$ cat src/logic/dvm_pkg.sv
// Purpose: shared constants and types for the two-input video mixer flow block
// Assumes: one synchronous clock, valid/ready streams
// Notes:   register map of the APB slave lives here
package dvm_pkg;
  localparam int unsigned DVM_PIX_BITS    = 8;
  localparam int unsigned DVM_PLANES      = 3;
  localparam int unsigned DVM_PIX_PER_BT  = 1;
  localparam logic [7:0]  DVM_OFF_CTRL    = 8'h00;
  localparam logic [7:0]  DVM_OFF_STATUS  = 8'h04;
  localparam logic [7:0]  DVM_OFF_COUNT   = 8'h08;
  localparam logic [7:0]  DVM_OFF_DROPS   = 8'h0C;
  localparam int unsigned DVM_CTRL_GO     = 0;
  localparam int unsigned DVM_CTRL_EN2    = 1;
  localparam int unsigned DVM_CTRL_ALPHA  = 8;
  localparam int unsigned DVM_ALPHA_W     = 8;
  localparam logic [31:0] DVM_CTRL_RST    = 32'h0000_8003;
  localparam int unsigned DVM_GAP_CYCLES  = 2;
  localparam logic [7:0]  DVM_TYPE_VIDEO  = 8'h00;
  typedef enum logic [1:0] {DVM_IDLE, DVM_PASS, DVM_DRAIN, DVM_GAP} dvm_state_t;
endpackage

$ cat src/logic/dvm_blend_if.sv
// Purpose: carrier between the mixer control and its blend datapath
// Assumes: single clock
// Notes:   none
`timescale 1ns/1ps
interface dvm_blend_if #(parameter int unsigned W = 24);
  logic [W-1:0] a;
  logic [W-1:0] b;
  logic         use_b;
  logic [7:0]   alpha;
  logic [W-1:0] y;
  modport ctl (output a, b, use_b, alpha, input y);
  modport dp  (input a, b, use_b, alpha, output y);
endinterface

$ cat src/logic/dvm_blend.sv
// Purpose: per-plane alpha blend of two pixels
// Assumes: planes are PB bits each
// Notes:   purely combinational, result registered by the caller
`timescale 1ns/1ps
module dvm_blend #(
  parameter int unsigned PB = 8,
  parameter int unsigned NP = 3
) (
  dvm_blend_if.dp bi
);
  genvar g;
  generate
    for (g = 0; g < NP; g++) begin : g_pl
      wire [PB+8:0] mix = bi.a[g*PB +: PB] * (9'h100 - {1'b0, bi.alpha})
                        + bi.b[g*PB +: PB] * {1'b0, bi.alpha};
      assign bi.y[g*PB +: PB] = bi.use_b ? mix[PB+7:8] : bi.a[g*PB +: PB];
    end
  endgenerate
endmodule

$ cat src/logic/dvm_mixer.sv
// Purpose: two-input video mixer stream flow with packet end handling
// Assumes: valid/ready streams on one clock; APB register access
// Notes:   one output register stage; words pass only when all parties move
// Functional notes
// - Keep consuming a packet until end-of-packet arrives on either input.
// - Frame length is never checked against control packet dimensions.
// - End-of-packet on either input ends the output frame with end-of-packet.
// - With both inputs on, drop leftover second-input words until its end-of-packet.
// - Ready may drop between packets, and inside one while the output slot or the other enabled input stalls.
// - Throughput follows planes and pixels per beat settings.
// - Backpressure keeps all ports moving at the slowest interface rate.
`timescale 1ns/1ps
module dvm_mixer
  import dvm_pkg::*;
#(
  parameter int unsigned PIX_BITS = DVM_PIX_BITS,
  parameter int unsigned PLANES   = DVM_PLANES,
  parameter int unsigned PPB      = DVM_PIX_PER_BT,
  parameter int unsigned W        = PIX_BITS * PLANES * PPB
) (
  // Clock and reset
  input  wire logic         clk,
  input  wire logic         rst,
  // APB slave
  input  wire logic         psel,
  input  wire logic         penable,
  input  wire logic         pwrite,
  input  wire logic [7:0]   paddr,
  input  wire logic [31:0]  pwdata,
  output logic              pready,
  output logic [31:0]       prdata,
  output logic              pslverr,
  // First video input
  input  wire logic [W-1:0] first_video_input_data,
  input  wire logic         first_video_input_valid,
  input  wire logic         first_video_input_sop,
  input  wire logic         first_video_input_eop,
  output logic              first_video_input_ready,
  // Second video input
  input  wire logic [W-1:0] second_video_input_data,
  input  wire logic         second_video_input_valid,
  input  wire logic         second_video_input_sop,
  input  wire logic         second_video_input_eop,
  output logic              second_video_input_ready,
  // Output stream
  output logic [W-1:0]      dout_data,
  output logic              dout_valid,
  output logic              dout_sop,
  output logic              dout_eop,
  input  wire logic         dout_ready
);
  localparam int unsigned GW = $clog2(DVM_GAP_CYCLES + 1);

  dvm_state_t  st_q, st_d;
  logic [31:0] ctrl_q;
  logic [31:0] frames_q;
  logic [31:0] drops_q;
  logic [GW-1:0] gap_q;
  logic        a_ready_q, b_ready_q;
  logic [W-1:0] dout_data_q;
  logic        dout_valid_q, dout_sop_q, dout_eop_q;
  logic        pready_q, pslverr_q;
  logic [31:0] prdata_q;

  dvm_blend_if #(.W(W)) bi ();
  dvm_blend #(.PB(PIX_BITS), .NP(PLANES * PPB)) u_blend (.bi(bi));

  wire go       = ctrl_q[DVM_CTRL_GO];
  wire en2      = ctrl_q[DVM_CTRL_EN2];
  // Output slot frees when empty or being taken downstream
  wire out_free = !dout_valid_q || dout_ready;
  wire both_v   = first_video_input_valid && (!en2 || second_video_input_valid);
  // Joint transfer: every enabled input present and output able to take it
  wire mv       = (st_q == DVM_PASS) && both_v && out_free
                  && a_ready_q && (!en2 || b_ready_q);
  wire a_eop    = mv && first_video_input_eop;
  wire b_eop    = mv && en2 && second_video_input_eop;
  wire end_frm  = a_eop || b_eop;
  // Leftover second-input words are taken and thrown away
  wire drop_b   = (st_q == DVM_DRAIN) && second_video_input_valid && b_ready_q;
  // A frame starts only once every enabled input offers a word
  wire start_ok = (st_q == DVM_IDLE) && go && first_video_input_valid
                  && (!en2 || second_video_input_valid);

  assign bi.a     = first_video_input_data;
  assign bi.b     = second_video_input_data;
  // Second input only blends in while it is enabled
  assign bi.use_b = en2;
  assign bi.alpha = ctrl_q[DVM_CTRL_ALPHA +: DVM_ALPHA_W];

  always_comb begin
    st_d = st_q;
    case (st_q)
      DVM_IDLE:  if (start_ok) st_d = DVM_PASS;
      DVM_PASS:  if (end_frm) st_d = (en2 && !b_eop) ? DVM_DRAIN : DVM_GAP;
      DVM_DRAIN: if (drop_b && second_video_input_eop) st_d = DVM_GAP;
      DVM_GAP:   if (gap_q == GW'(DVM_GAP_CYCLES)) st_d = DVM_IDLE;
      default:   st_d = DVM_IDLE;
    endcase
  end

  wire [GW-1:0] gap_d = (st_q == DVM_GAP) ? gap_q + GW'(1) : '0;

  always_ff @(posedge clk or posedge rst) begin
    if (rst) begin
      st_q <= DVM_IDLE;
    end else begin
      st_q <= st_d;
    end
  end

  // Counts the stall cycles between packets; cleared outside the gap
  always_ff @(posedge clk or posedge rst) begin
    if (rst) begin
      gap_q <= '0;
    end else begin
      gap_q <= gap_d;
    end
  end

  // Ready flops are high through a packet; first input's drops outside PASS, second's in IDLE/GAP and whenever en2 is clear
  wire a_rdy_d = (st_d == DVM_PASS);
  wire b_rdy_d = en2 && (st_d == DVM_PASS || st_d == DVM_DRAIN);
  always_ff @(posedge clk or posedge rst) begin
    if (rst) begin
      a_ready_q <= 1'b0;
      b_ready_q <= 1'b0;
    end else begin
      a_ready_q <= a_rdy_d;
      b_ready_q <= b_rdy_d;
    end
  end
  // Ready is a gated flop: a pure flop ready would need a skid word on each input
  wire a_gate = out_free && (!en2 || second_video_input_valid);
  wire b_gate = (st_q == DVM_DRAIN) || (out_free && first_video_input_valid);
  assign first_video_input_ready  = a_ready_q && a_gate;
  assign second_video_input_ready = b_ready_q && b_gate;

  // Output register; one word per joint beat sets the rate per port width
  always_ff @(posedge clk or posedge rst) begin
    if (rst) begin
      dout_valid_q <= 1'b0;
    end else if (mv) begin
      dout_valid_q <= 1'b1;
    end else if (dout_ready) begin
      dout_valid_q <= 1'b0;
    end
  end

  // Payload only loads on a joint beat, so it stands while stalled
  always_ff @(posedge clk or posedge rst) begin
    if (rst) begin
      dout_sop_q  <= 1'b0;
      dout_eop_q  <= 1'b0;
      dout_data_q <= '0;
    end else if (mv) begin
      dout_sop_q  <= first_video_input_sop;
      dout_eop_q  <= end_frm;
      dout_data_q <= bi.y;
    end
  end
  assign dout_data  = dout_data_q;
  assign dout_valid = dout_valid_q;
  assign dout_sop   = dout_sop_q;
  assign dout_eop   = dout_eop_q;

  // APB slave: one wait state, answers on second access cycle
  wire acc      = psel && penable && !pready_q;
  wire hit_ctrl = paddr == DVM_OFF_CTRL;
  wire hit_stat = paddr == DVM_OFF_STATUS;
  wire hit_cnt  = paddr == DVM_OFF_COUNT;
  wire hit_drop = paddr == DVM_OFF_DROPS;
  // Unmapped offsets answer with an error and read as zero
  wire mapped   = hit_ctrl || hit_stat || hit_cnt || hit_drop;
  wire [31:0] status_w = {30'h0, st_q};
  wire [31:0] rd_mux = hit_ctrl ? ctrl_q
                     : hit_stat ? status_w
                     : hit_cnt  ? frames_q
                     : hit_drop ? drops_q : 32'h0;
  // Write lands on the completing edge, with pready already high
  wire wr_ctrl  = psel && penable && pready_q && pwrite && hit_ctrl;

  always_ff @(posedge clk or posedge rst) begin
    if (rst) begin
      pready_q  <= 1'b0;
      pslverr_q <= 1'b0;
      prdata_q  <= 32'h0;
    end else begin
      pready_q  <= acc;
      pslverr_q <= acc && !mapped;
      prdata_q  <= (acc && !pwrite) ? rd_mux : 32'h0;
    end
  end

  always_ff @(posedge clk or posedge rst) begin
    if (rst) begin
      ctrl_q <= DVM_CTRL_RST;
    end else if (wr_ctrl) begin
      ctrl_q <= pwdata;
    end
  end

  // Free-running statistics for software; they wrap silently
  always_ff @(posedge clk or posedge rst) begin
    if (rst) begin
      frames_q <= 32'h0;
    end else if (end_frm) begin
      frames_q <= frames_q + 32'h1;
    end
  end

  always_ff @(posedge clk or posedge rst) begin
    if (rst) begin
      drops_q <= 32'h0;
    end else if (drop_b) begin
      drops_q <= drops_q + 32'h1;
    end
  end
  assign pready  = pready_q;
  assign pslverr = pslverr_q;
  assign prdata  = prdata_q;
endmodule

$ cat config.mk
export PLATFORM = sky130hd
export DESIGN_NAME = dvm_mixer
export DESIGN_NICKNAME = d
export VERILOG_FILES = /design/src/logic/dvm_pkg.sv /design/src/logic/dvm_blend_if.sv /design/src/logic/dvm_blend.sv /design/src/logic/dvm_mixer.sv
export SDC_FILE = /design/constraint.sdc
export NUM_CORES = 1
export LEC_CHECK = 0
export BUFFER_PORTS_ARGS = -buffer_cell sky130_fd_sc_hd__buf_2
export CORE_MARGIN = 2
export CORE_UTILIZATION = 47
export DETAILED_ROUTE_END_ITERATION = 6
export GPL_ROUTABILITY_DRIVEN = 1
export MAX_ROUTING_LAYER = met4
export PLACE_DENSITY_LB_ADDON = 0.3
export RECOVER_POWER = 50
export SYNTH_ARGS = -nofsm -noshare
export SYNTH_HDL_FRONTEND = slang
export SYNTH_SLANG_ARGS = --single-unit
$ cat constraint.sdc
create_clock -name clk -period 8.15 [get_ports clk]
set_input_delay 1.63 -clock clk [delete_from_list [all_inputs] [get_ports clk]]
set_output_delay 1.63 -clock clk [all_outputs]
set_load 0.02 [all_outputs]
# Yosys cells after proc, flatten, opt, wreduce, memory -nomap -nowiden

Cells that the tools add are included.

Logic and storage cells: 98
Output and inout bits: 63
Register bits: 163

Reduce and logical (&&, ||, !) cells: 45
Add/subtract/negate cells: 7
Equal/unequal tests: 9
$mul: 6
Multiplexer cells: 17

Operator list:

| kind                                                               | number |
|---|---|
| 32-bit two-way mux                                                 | 5 |
| 32-bit by 1-bit adder with 32-bit output, second input constant    | 2 |
| 16-bit adder                                                       | 3 |
| 8-bit by 8-bit multiplier with 16-bit output                       | 3 |
| 8-bit by 17-bit multiplier with 16-bit output                      | 2 |
| 1-bit logical AND                                                  | 27 |
| 8-bit two-way mux                                                  | 3 |
| 8-bit by 4-bit == test with 1-bit output, second input constant    | 2 |
| 9-bit by 10-bit multiplier with 16-bit output                      | 1 |
| 2-bit two-way mux                                                  | 5 |
| 9-bit by 8-bit subtractor with 10-bit output, first input constant | 1 |
| 1-bit logical OR                                                   | 9 |
| 2-bit == test, second input constant                               | 4 |
| 8-bit by 3-bit == test with 1-bit output, second input constant    | 1 |
| 8-bit zero test                                                    | 1 |
| 2-bit case mux with 4 select lines                                 | 1 |
| 1-bit zero test                                                    | 6 |
| 2-bit by 1-bit == test with 1-bit output, second input constant    | 2 |
| 1-bit two-way mux                                                  | 3 |
| 2-bit by 1-bit adder with 2-bit output, second input constant      | 1 |
| 2-bit zero test                                                    | 1 |
| 2-bit nonzero test                                                 | 1 |

# Logic depth before layout (Yosys ltp)

Gate-level depths: netlist (run 1).

Depth in word-level cells: 17
Mapped depth: 26
Gate-level depth less buffers: 24

# Modules after synthesis

From an unflattened synthesis (run 1), not the netlist that was laid out.

Cells, all modules: 2175
Area, all modules: 20991.4 µm²

By module, submodules not included:

| module    | area an instance (µm²) | cells an instance | seq. area each (µm²) | instances |
|---|---|---|---|---|
| dvm_blend | 13689.4                | 1564              | 0.0                  | 1 |
| dvm_mixer | 7302.0                 | 611               | 4082.7               | 1 |

# Worst setup path before layout (run 1)

No wires, ideal clock.

Kind: input-to-reg
Start: input first_video_input_data[19]
End: register dout_data_q[22] (netlist: dout_data[22])
Slack: 1.323 ns
Data arrival time: 6.696 ns
Stages on the path: 20
Path buffers: 1
Data required time: 8.019 ns
Path through: buf_1 -> nand2_1 -> fa_1 -> fa_1 -> fa_1 -> inv_1 -> fa_1 -> fa_1 -> inv_1 -> fa_1 -> inv_1 -> ha_1 -> o21a_1 -> o21a_1 -> o31a_1 -> o21a_1 -> a31o_2 -> a31oi_1 -> xor2_1 -> o22ai_1

Word-level cells in the longest chain between the ends: 3

RTL lines:

| element                                       | RTL line         | RTL |
|---|---|---|
| start: declaration                            | dvm_mixer.sv:34  | `input wire logic [W-1:0] first_video_input_data,` |
| 8-bit by 17-bit multiplier with 16-bit output | dvm_blend.sv:14  | `wire [PB+8:0] mix = bi.a[g*PB +: PB] * (9'h100 - {1'b0, bi.alpha})` |
| 16-bit adder                                  | dvm_blend.sv:15  | `+ bi.b[g*PB +: PB] * {1'b0, bi.alpha};` |
| 8-bit two-way mux                             | dvm_blend.sv:16  | `assign bi.y[g*PB +: PB] = bi.use_b ? mix[PB+7:8] : bi.a[g*PB +: PB];` |
| end signal: assignment                        | dvm_mixer.sv:159 | `dout_data_q <= bi.y;` |
| end: declaration                              | dvm_mixer.sv:60  | `logic [W-1:0] dout_data_q;` |

Every way passes these cells.
A chain may end at the register's enable or synchronous reset.

# Worst setup path after layout (run 1)

Start: register ctrl_q[10]
End: register dout_data_q[13] (netlist: dout_data[13])

Word-level cells in the longest chain between the ends: 4

RTL lines:

| element                                       | RTL line         | RTL |
|---|---|---|
| start: declaration                            | dvm_mixer.sv:55  | `logic [31:0] ctrl_q;` |
| start signal: assignment                      | dvm_mixer.sv:199 | `ctrl_q <= pwdata;` |
| 9-bit by 8-bit subtractor with 10-bit output  | dvm_blend.sv:14  |  |
| 8-bit by 17-bit multiplier with 16-bit output | dvm_blend.sv:14  |  |
| 16-bit adder (*)                              | dvm_blend.sv:15  |  |
| 8-bit two-way mux (*)                         | dvm_blend.sv:16  |  |

Every way passes the cells marked *; elsewhere a longest branch is shown, timed or not.

==> results_dict.tcl, run 1 <==
set metrics [dict create \
    synth.top_cells.by_area "fa_1, dfrtp_1, ha_1" \
    synth_edf_count 0 \
    end_kind "flop" \
    async_flop_share_pct 100 \
    clk_path_buf_depth 2 \
    die_w_um 212 \
    num-nets-final 2866 \
    yosysUniqueCellTypes 58 \
    seqPwrFrac_pct 42.8 \
    chipHeight_um 212 \
    cpPeakStageDelay_ns 0.58 \
    synth_xor_area_share_pct 4.60 \
    grt_max_degree 88 \
    coreArea_um2 43000 \
    layout-drive-gt1-share_pct 9.09 \
    clk_latency_ns 0.46 \
    syn_inst 2165 \
    cpMostUsedCell "fa_1" \
    critical_path_class "flop to flop" \
    synth_area_leader_cell "fa_1" \
    avgViaCountPerCell 5.08 \
    report.final.slew_viol_count 189 \
    final_antenna_net_count 0 \
    areaGrowthSynthToFinish_pct 9.36 \
    grt_use_total_pct 23.1 \
    fin_crit_ns 7.06 \
    violations "max-capacitance violations, max-slew violations" \
    synth.avg_cell_area_um2 9.42 \
    timing.rr.end "dout_data[13]" \
    setup_slack_ns 1.09 \
    vias 14631 \
    portBuffers 161 \
    synthSimpleGateAreaFrac_pct 17.0 \
    synthFlopType "dfrtp_1" \
    internal_power_w 0.00134 \
    syn-num-nets 2754 \
    worst_slew_pin_slew_ns 4.23 \
    yosys-top-cells-count "inv_1, fa_1, and2_1, nand2_1, ha_1" \
    slowest_stage "xor2_2" \
    synth_compound_area_share_pct 3.67 \
    final_core_util_pct 51.9 \
    startpoint_type "flop" \
    hold_viol 0 \
    routed-wl-met3_um 2460 \
    clkPwrFrac_pct 43.3 \
    hold_start "gap_q[0]" \
    post-dp-hpwl_um 36800 \
    wl_met1_um 20500 \
    cts_tree "built" \
    yosysTopAreaCellShare_pct 29.5 \
    status "finished with violations" \
    power_frac_comb_pct 13.9 \
    crit_buf_inv 4 \
    grt_pass1_vias 15654 \
    rr_startpoint "ctrl_q[10]" \
    ctsHoldBuffers 0 \
    drv_cap 4 \
    crit_fanout 10 \
    switching_share_pct 29.8 \
    htreeDepth 4 \
    switchingPower_w 0.000571 \
    period_share_pct 86.7 \
    netlist_area_um2 20400 \
    critPathRequiredTime_ns 8.46 \
    fmax_mhz 142 \
    cts_buffers 17 \
    top_layer "met4" \
    grt_pass1_wl_um 79300 \
    synth-seq-area-share_pct 20.0 \
    setup_viol 0 \
    ir_drop_uv 178 \
    synth_fa_ha_area_share_pct 41.1 \
    cp_top_family "adder cells" \
    rsz0062_at_grt "false" \
    hold_path_end "gap_q[0]" \
    wirelength_um 47500 \
    p_total_w 0.00191 \
    synth_warnings 0 \
    hold_depth 1 \
    num_rows 76 \
    synthMuxAreaShare_pct 3.76 \
    drt-pass1-iter-count 5 \
    tns_ns 0 \
    path_clk_slew_ns 0.08 \
    min_path_type "flop to flop" \
    start_util_pct 47.4 \
    power.density_nw_per_um2 85.9 \
    wl_per_cell_um 16.5 \
    hold_ws_ns 0.421 \
    place_ws_ns 0.901 \
    leakage_nw 11.6 \
    cp.arrival_ns 7.38 \
    grt-ovfl-total 0 \
    relSlewSlack_pct -183 \
    synth_most_common_cell "inv_1" \
    drtIter0Drc 781 \
    grt_antenna_before_repair 4 \
    io_pins 163 \
    post_cts_buffers 0 \
    r2r_cells 21 \
    clockRootBuffer "clkbuf_16" \
    routabilityCongestion 0.845 \
    path_cells "nor3_1, nand3b_1, xor2_2, buf_4, nand2_1, fa_1, fa_1, fa_1, inv_1, fa_1, fa_1, inv_1, fa_1, inv_1, ha_1, o41ai_2, o21ai_1, a41oi_1, nor2b_1, xor2_1, o22ai_1" \
    rrSetupSlack_ns 1.09 \
    ys_ff_latch 163 \
    cts_sinks 163 \
    cts.repair.resized 0 \
    die-area_um2 45100 \
    dr_wl_met2_um 23600 \
    finClkSkew_ns 0.0150 \
    synth_top_family_by_area "adder cells" \
    drc_errors 0 \
]
## worst max-delay path by stage
stage,startpoint,end,slack [ns],cells after the start
global route,ctrl_q[10],dout_data[13],0.71,21
detailed placement,second_video_input_data[19],dout_data[23],0.90,21
CTS,ctrl_q[10],dout_data[13],1.11,21
floorplan,first_video_input_data[19],dout_data[22],1.32,20
global placement,second_video_input_data[19],dout_data[23],0.95,21
finish,ctrl_q[10],dout_data[13],1.09,21
## stage by stage
stage                     cell area, µm²  cells
after CTS                          22400   2874
after global routing               22300   2878
after detailed placement           21800   2843
final                              22300   2880
after global placement             21800   2843
after floorplan                    20400   2165
## layout by cell type (no fill, tap or decap), types with 3 or more instances in the layout
cell type / Yosys / layout
xor2_1: 25 / 23
diode_2: 0 / 6
buf_2: 1 / 97
dfrtp_1: 160 / 160
o21a_1: 4 / 4
dfstp_2: 3 / 3
inv_6: 0 / 8
and2_1: 246 / 243
inv_1: 435 / 434
nor2b_1: 10 / 10
and4_1: 7 / 7
nand2b_1: 4 / 4
nor2_1: 102 / 102
mux2_2: 32 / 32
fa_1: 300 / 300
buf_4: 1 / 24
nand2_1: 223 / 223
xnor2_2: 0 / 3
a21o_1: 3 / 3
o21ai_1: 3 / 3
clkbuf_16: 0 / 17
mux2i_1: 35 / 35
o21ai_0: 16 / 16
or3_1: 3 / 3
and3_1: 16 / 16
nand4_1: 14 / 14
a211oi_1: 3 / 3
o22ai_1: 11 / 11
or4_1: 3 / 4
nor3_1: 9 / 8
nor2_4: 3 / 3
a21oi_1: 71 / 71
and2_0: 0 / 3
xnor2_1: 82 / 79
nand3_1: 28 / 29
clkbuf_1: 71 / 65
o21bai_1: 4 / 4
ha_1: 189 / 189
## power by group through the flow
| stage | clock network [W] | registers [W] | logic, W |
|---|---|---|---|
| floorplan | 0 | 0.000837 | 0.000165 |
| global placement | 0 | 0.000834 | 0.000262 |
| detailed placement | 0 | 0.000834 | 0.000269 |
| CTS | 0.000844 | 0.000819 | 0.000271 |
| global route | 0.000871 | 0.000819 | 0.000304 |
| finish | 0.000829 | 0.000819 | 0.000266 |
## final cells by class
class,instances,area [µm²]
Antenna cell,6,15.0
Clock buffer,17,425
Clock inverter,14,161
Fill cell,4045,20700
Inverter,436,1640
Multi-Input combinational cell,1473,14300
Sequential cell,163,4080
Tap cell,585,732
Timing Repair Buffer,186,910
## state kept, by name, indices dropped and copies added (netlist names)
name and cells:
dout_data 24, dout_sop 1, pready 1, drops_q 32, frames_q 32, a_ready_q 1
dout_valid 1, gap_q 2, dout_eop 1, b_ready_q 1, ctrl_q 32, prdata 32
st_q 2, pslverr 1
## cells by family (layout without fill, tap and decap cells)
| group | Yosys count | in the layout |
|---|---|---|
| buffers and inverters | 529 | 653 |
| AOI/OAI and AO/OA | 129 | 129 |
| muxes | 70 | 70 |
| other | 0 | 6 |
| adders and majority gates | 489 | 489 |
| xor gates and xnor gates | 107 | 107 |
| DFF | 163 | 163 |
| and+or+nand+nor | 678 | 678 |
## per-layer routing
layer,GRT usage [%],vias up
li1,-,6785
met1,29.9,7429
met2,38.5,357
met3,3.31,60
met4,5.74,0
met5,-,-
## worst reg2reg max path: stages (launching register included)
cell and delay [ns]:
dfrtp_1 0.38, nor3_1 0.33, nand3b_1 0.22, xor2_2 0.58, buf_4 0.29, nand2_1 0.09
fa_1 0.52, fa_1 0.52, fa_1 0.52, inv_1 0.06, fa_1 0.49, fa_1 0.50
inv_1 0.05, fa_1 0.47, inv_1 0.04, ha_1 0.19, o41ai_2 0.51, o21ai_1 0.31
a41oi_1 0.36, nor2b_1 0.20, xor2_1 0.20, o22ai_1 0.11
Power figures use the tool's default switching activity.
==> inputs of run 2 (changes only) <==
--- a/config.mk
+++ b/config.mk
@@ -13,6 +13,7 @@
 export MAX_ROUTING_LAYER = met4
 export PLACE_DENSITY_LB_ADDON = 0.3
 export RECOVER_POWER = 50
+export REMOVE_ABC_BUFFERS = 1
 export SYNTH_ARGS = -nofsm -noshare
 export SYNTH_HDL_FRONTEND = slang
 export SYNTH_SLANG_ARGS = --single-unit
==> results_dict.tcl, run 2 (synthesis gave the netlist of run 1 again) <==
set metrics [dict create \
    crit_fanout 19 \
    leakage_nw 11.7 \
    end_kind "flop" \
    startpoint_type "flop" \
    coreArea_um2 43000 \
    worstSetupPathDepth 24 \
    drt-pass1-iter-count 5 \
    period_share_pct 87.1 \
    avgViaCountPerCell 5.09 \
    drv_cap 5 \
    hold_viol 0 \
    min_path_type "flop to flop" \
    report.final.slew_viol_count 221 \
    ctsHoldBuffers 0 \
    r2r_cells 24 \
    start_util_pct 47.4 \
    cts_tree "built" \
    areaGrowthSynthToFinish_pct 9.79 \
    clockRootBuffer "clkbuf_16" \
    ir_drop_uv 177 \
    relSlewSlack_pct -168 \
    final_core_util_pct 52.1 \
    portBuffers 161 \
    layout-drive-gt1-share_pct 9.23 \
    critPathRequiredTime_ns 8.45 \
    post-dp-hpwl_um 37300 \
    grt-ovfl-total 0 \
    path_clk_slew_ns 0.07 \
    clk_latency_ns 0.45 \
    final_cell_mix "inv_1, fa_1, and2_1" \
    grt_antenna_before_repair 4 \
    wl_per_cell_um 16.5 \
    status "finished with violations" \
    die_w_um 212 \
    layout_commonest_cell "inv_1" \
    num-nets-final 2873 \
    chipHeight_um 212 \
    num_rows 76 \
    fin_cells 2885 \
    cts.repair.resized 0 \
    clk_path_buf_depth 2 \
    crit_buf_inv 8 \
    drtIter0Drc 755 \
    tns_ns 0 \
    io_pins 163 \
    grt_use_total_pct 23.8 \
    drc_errors 0 \
    vias 14680 \
    p_total_w 0.00197 \
    finClkSkew_ns 0.0185 \
    cp_top_family "adder cells" \
    placed_cells 2850 \
    cpMostUsedCell "fa_1" \
    cp.arrival_ns 7.40 \
    grt_pass1_wl_um 82000 \
    setup_viol 0 \
    final_cell_area_um2 22400 \
    final_antenna_net_count 0 \
    post_cts_buffers 0 \
    slowest_stage "fa_1" \
    grt_pass1_vias 16149 \
    critical_path_class "flop to flop" \
    cts_buffers 17 \
    path_cells "buf_4, inv_1, ha_1, xnor2_2, buf_4, buf_4, and2_1, fa_1, inv_1, fa_1, fa_1, inv_1, fa_1, fa_1, inv_1, fa_1, inv_1, ha_1, o41ai_2, o21ai_1, a41oi_1, nor2b_1, xor2_1, o22ai_1" \
    rsz0062_at_grt "false" \
    routabilityCongestion 0.892 \
    grt_max_degree 85 \
    hold_depth 1 \
    fin_crit_ns 7.09 \
    htreeDepth 4 \
    die-area_um2 45100 \
    cpPeakStageDelay_ns 0.52 \
    fmax_mhz 141 \
    worst_slew_pin_slew_ns 4.00 \
    violations "max-capacitance violations, max-slew violations" \
    placed_cell_area_um2 21800 \
    wirelength_um 47600 \
    power.density_nw_per_um2 88.1 \
    cts_sinks 163 \
]
[run 2: cell count changes in the layout (fill, tap and decap cells not counted), sizes merged]
cell,previous run,this run
buf,121,127
bufinv,1,3
clkbuf,82,84
clkinv,4,2
diode,6,3
[run 2: power by group]
group | internal [W] | switching, W | leakage [nW] | total, W
logic | 0.0000970 | 0.000172 | 9.12 | 0.000269
clock network | 0.000500 | 0.000384 | 0.312 | 0.000884
registers | 0.000814 | 0.00000493 | 2.25 | 0.000819
[run 2: stage by stage]
stage	hold WS [ns]	setup WS, ns
after CTS	0.429	1.02
after floorplan	0.403	1.13
after global placement	0.414	0.962
after detailed placement	0.419	0.887
final	0.425	1.06
after global routing	0.448	0.692
[run 2: worst reg2reg max path: stages, from the launching register on]
cell	delay [ns]
dfrtp_1	0.36
buf_4	0.27
inv_1	0.10
ha_1	0.26
xnor2_2	0.46
buf_4	0.28
buf_4	0.21
and2_1	0.17
fa_1	0.42
inv_1	0.08
fa_1	0.43
fa_1	0.52
inv_1	0.05
fa_1	0.51
fa_1	0.50
inv_1	0.06
fa_1	0.48
inv_1	0.04
ha_1	0.19
o41ai_2	0.44
o21ai_1	0.27
a41oi_1	0.33
nor2b_1	0.20
xor2_1	0.24
o22ai_1	0.11
[run 2: final timing paths]
check                      startpoint            end  slack (ns)
hold reg to reg              gap_q[0]       gap_q[0]        0.43
max in group asynchronous         rst      ctrl_q[3]        3.47
hold / removal               gap_q[0]       gap_q[0]        0.43
setup / recovery            ctrl_q[9]  dout_data[13]        1.06
setup reg to reg            ctrl_q[9]  dout_data[13]        1.06
min in group asynchronous         rst     prdata[30]        2.38
[run 2: layer usage]
metal	track usage (%)	share of wire (%)
met5	-	0
met4	6.08	1.7
met1	31.1	44
met2	39.0	49
met3	3.81	5.5
[run 2: area by class of cell]
class	instances	area [µm²]
Inverter	436	1640
Tap cell	585	732
Clock inverter	14	209
Antenna cell	3	7.51
Timing Repair Buffer	193	956
Sequential cell	163	4080
Fill cell	3962	20600
Clock buffer	18	429
Multi-Input combinational cell	1473	14300
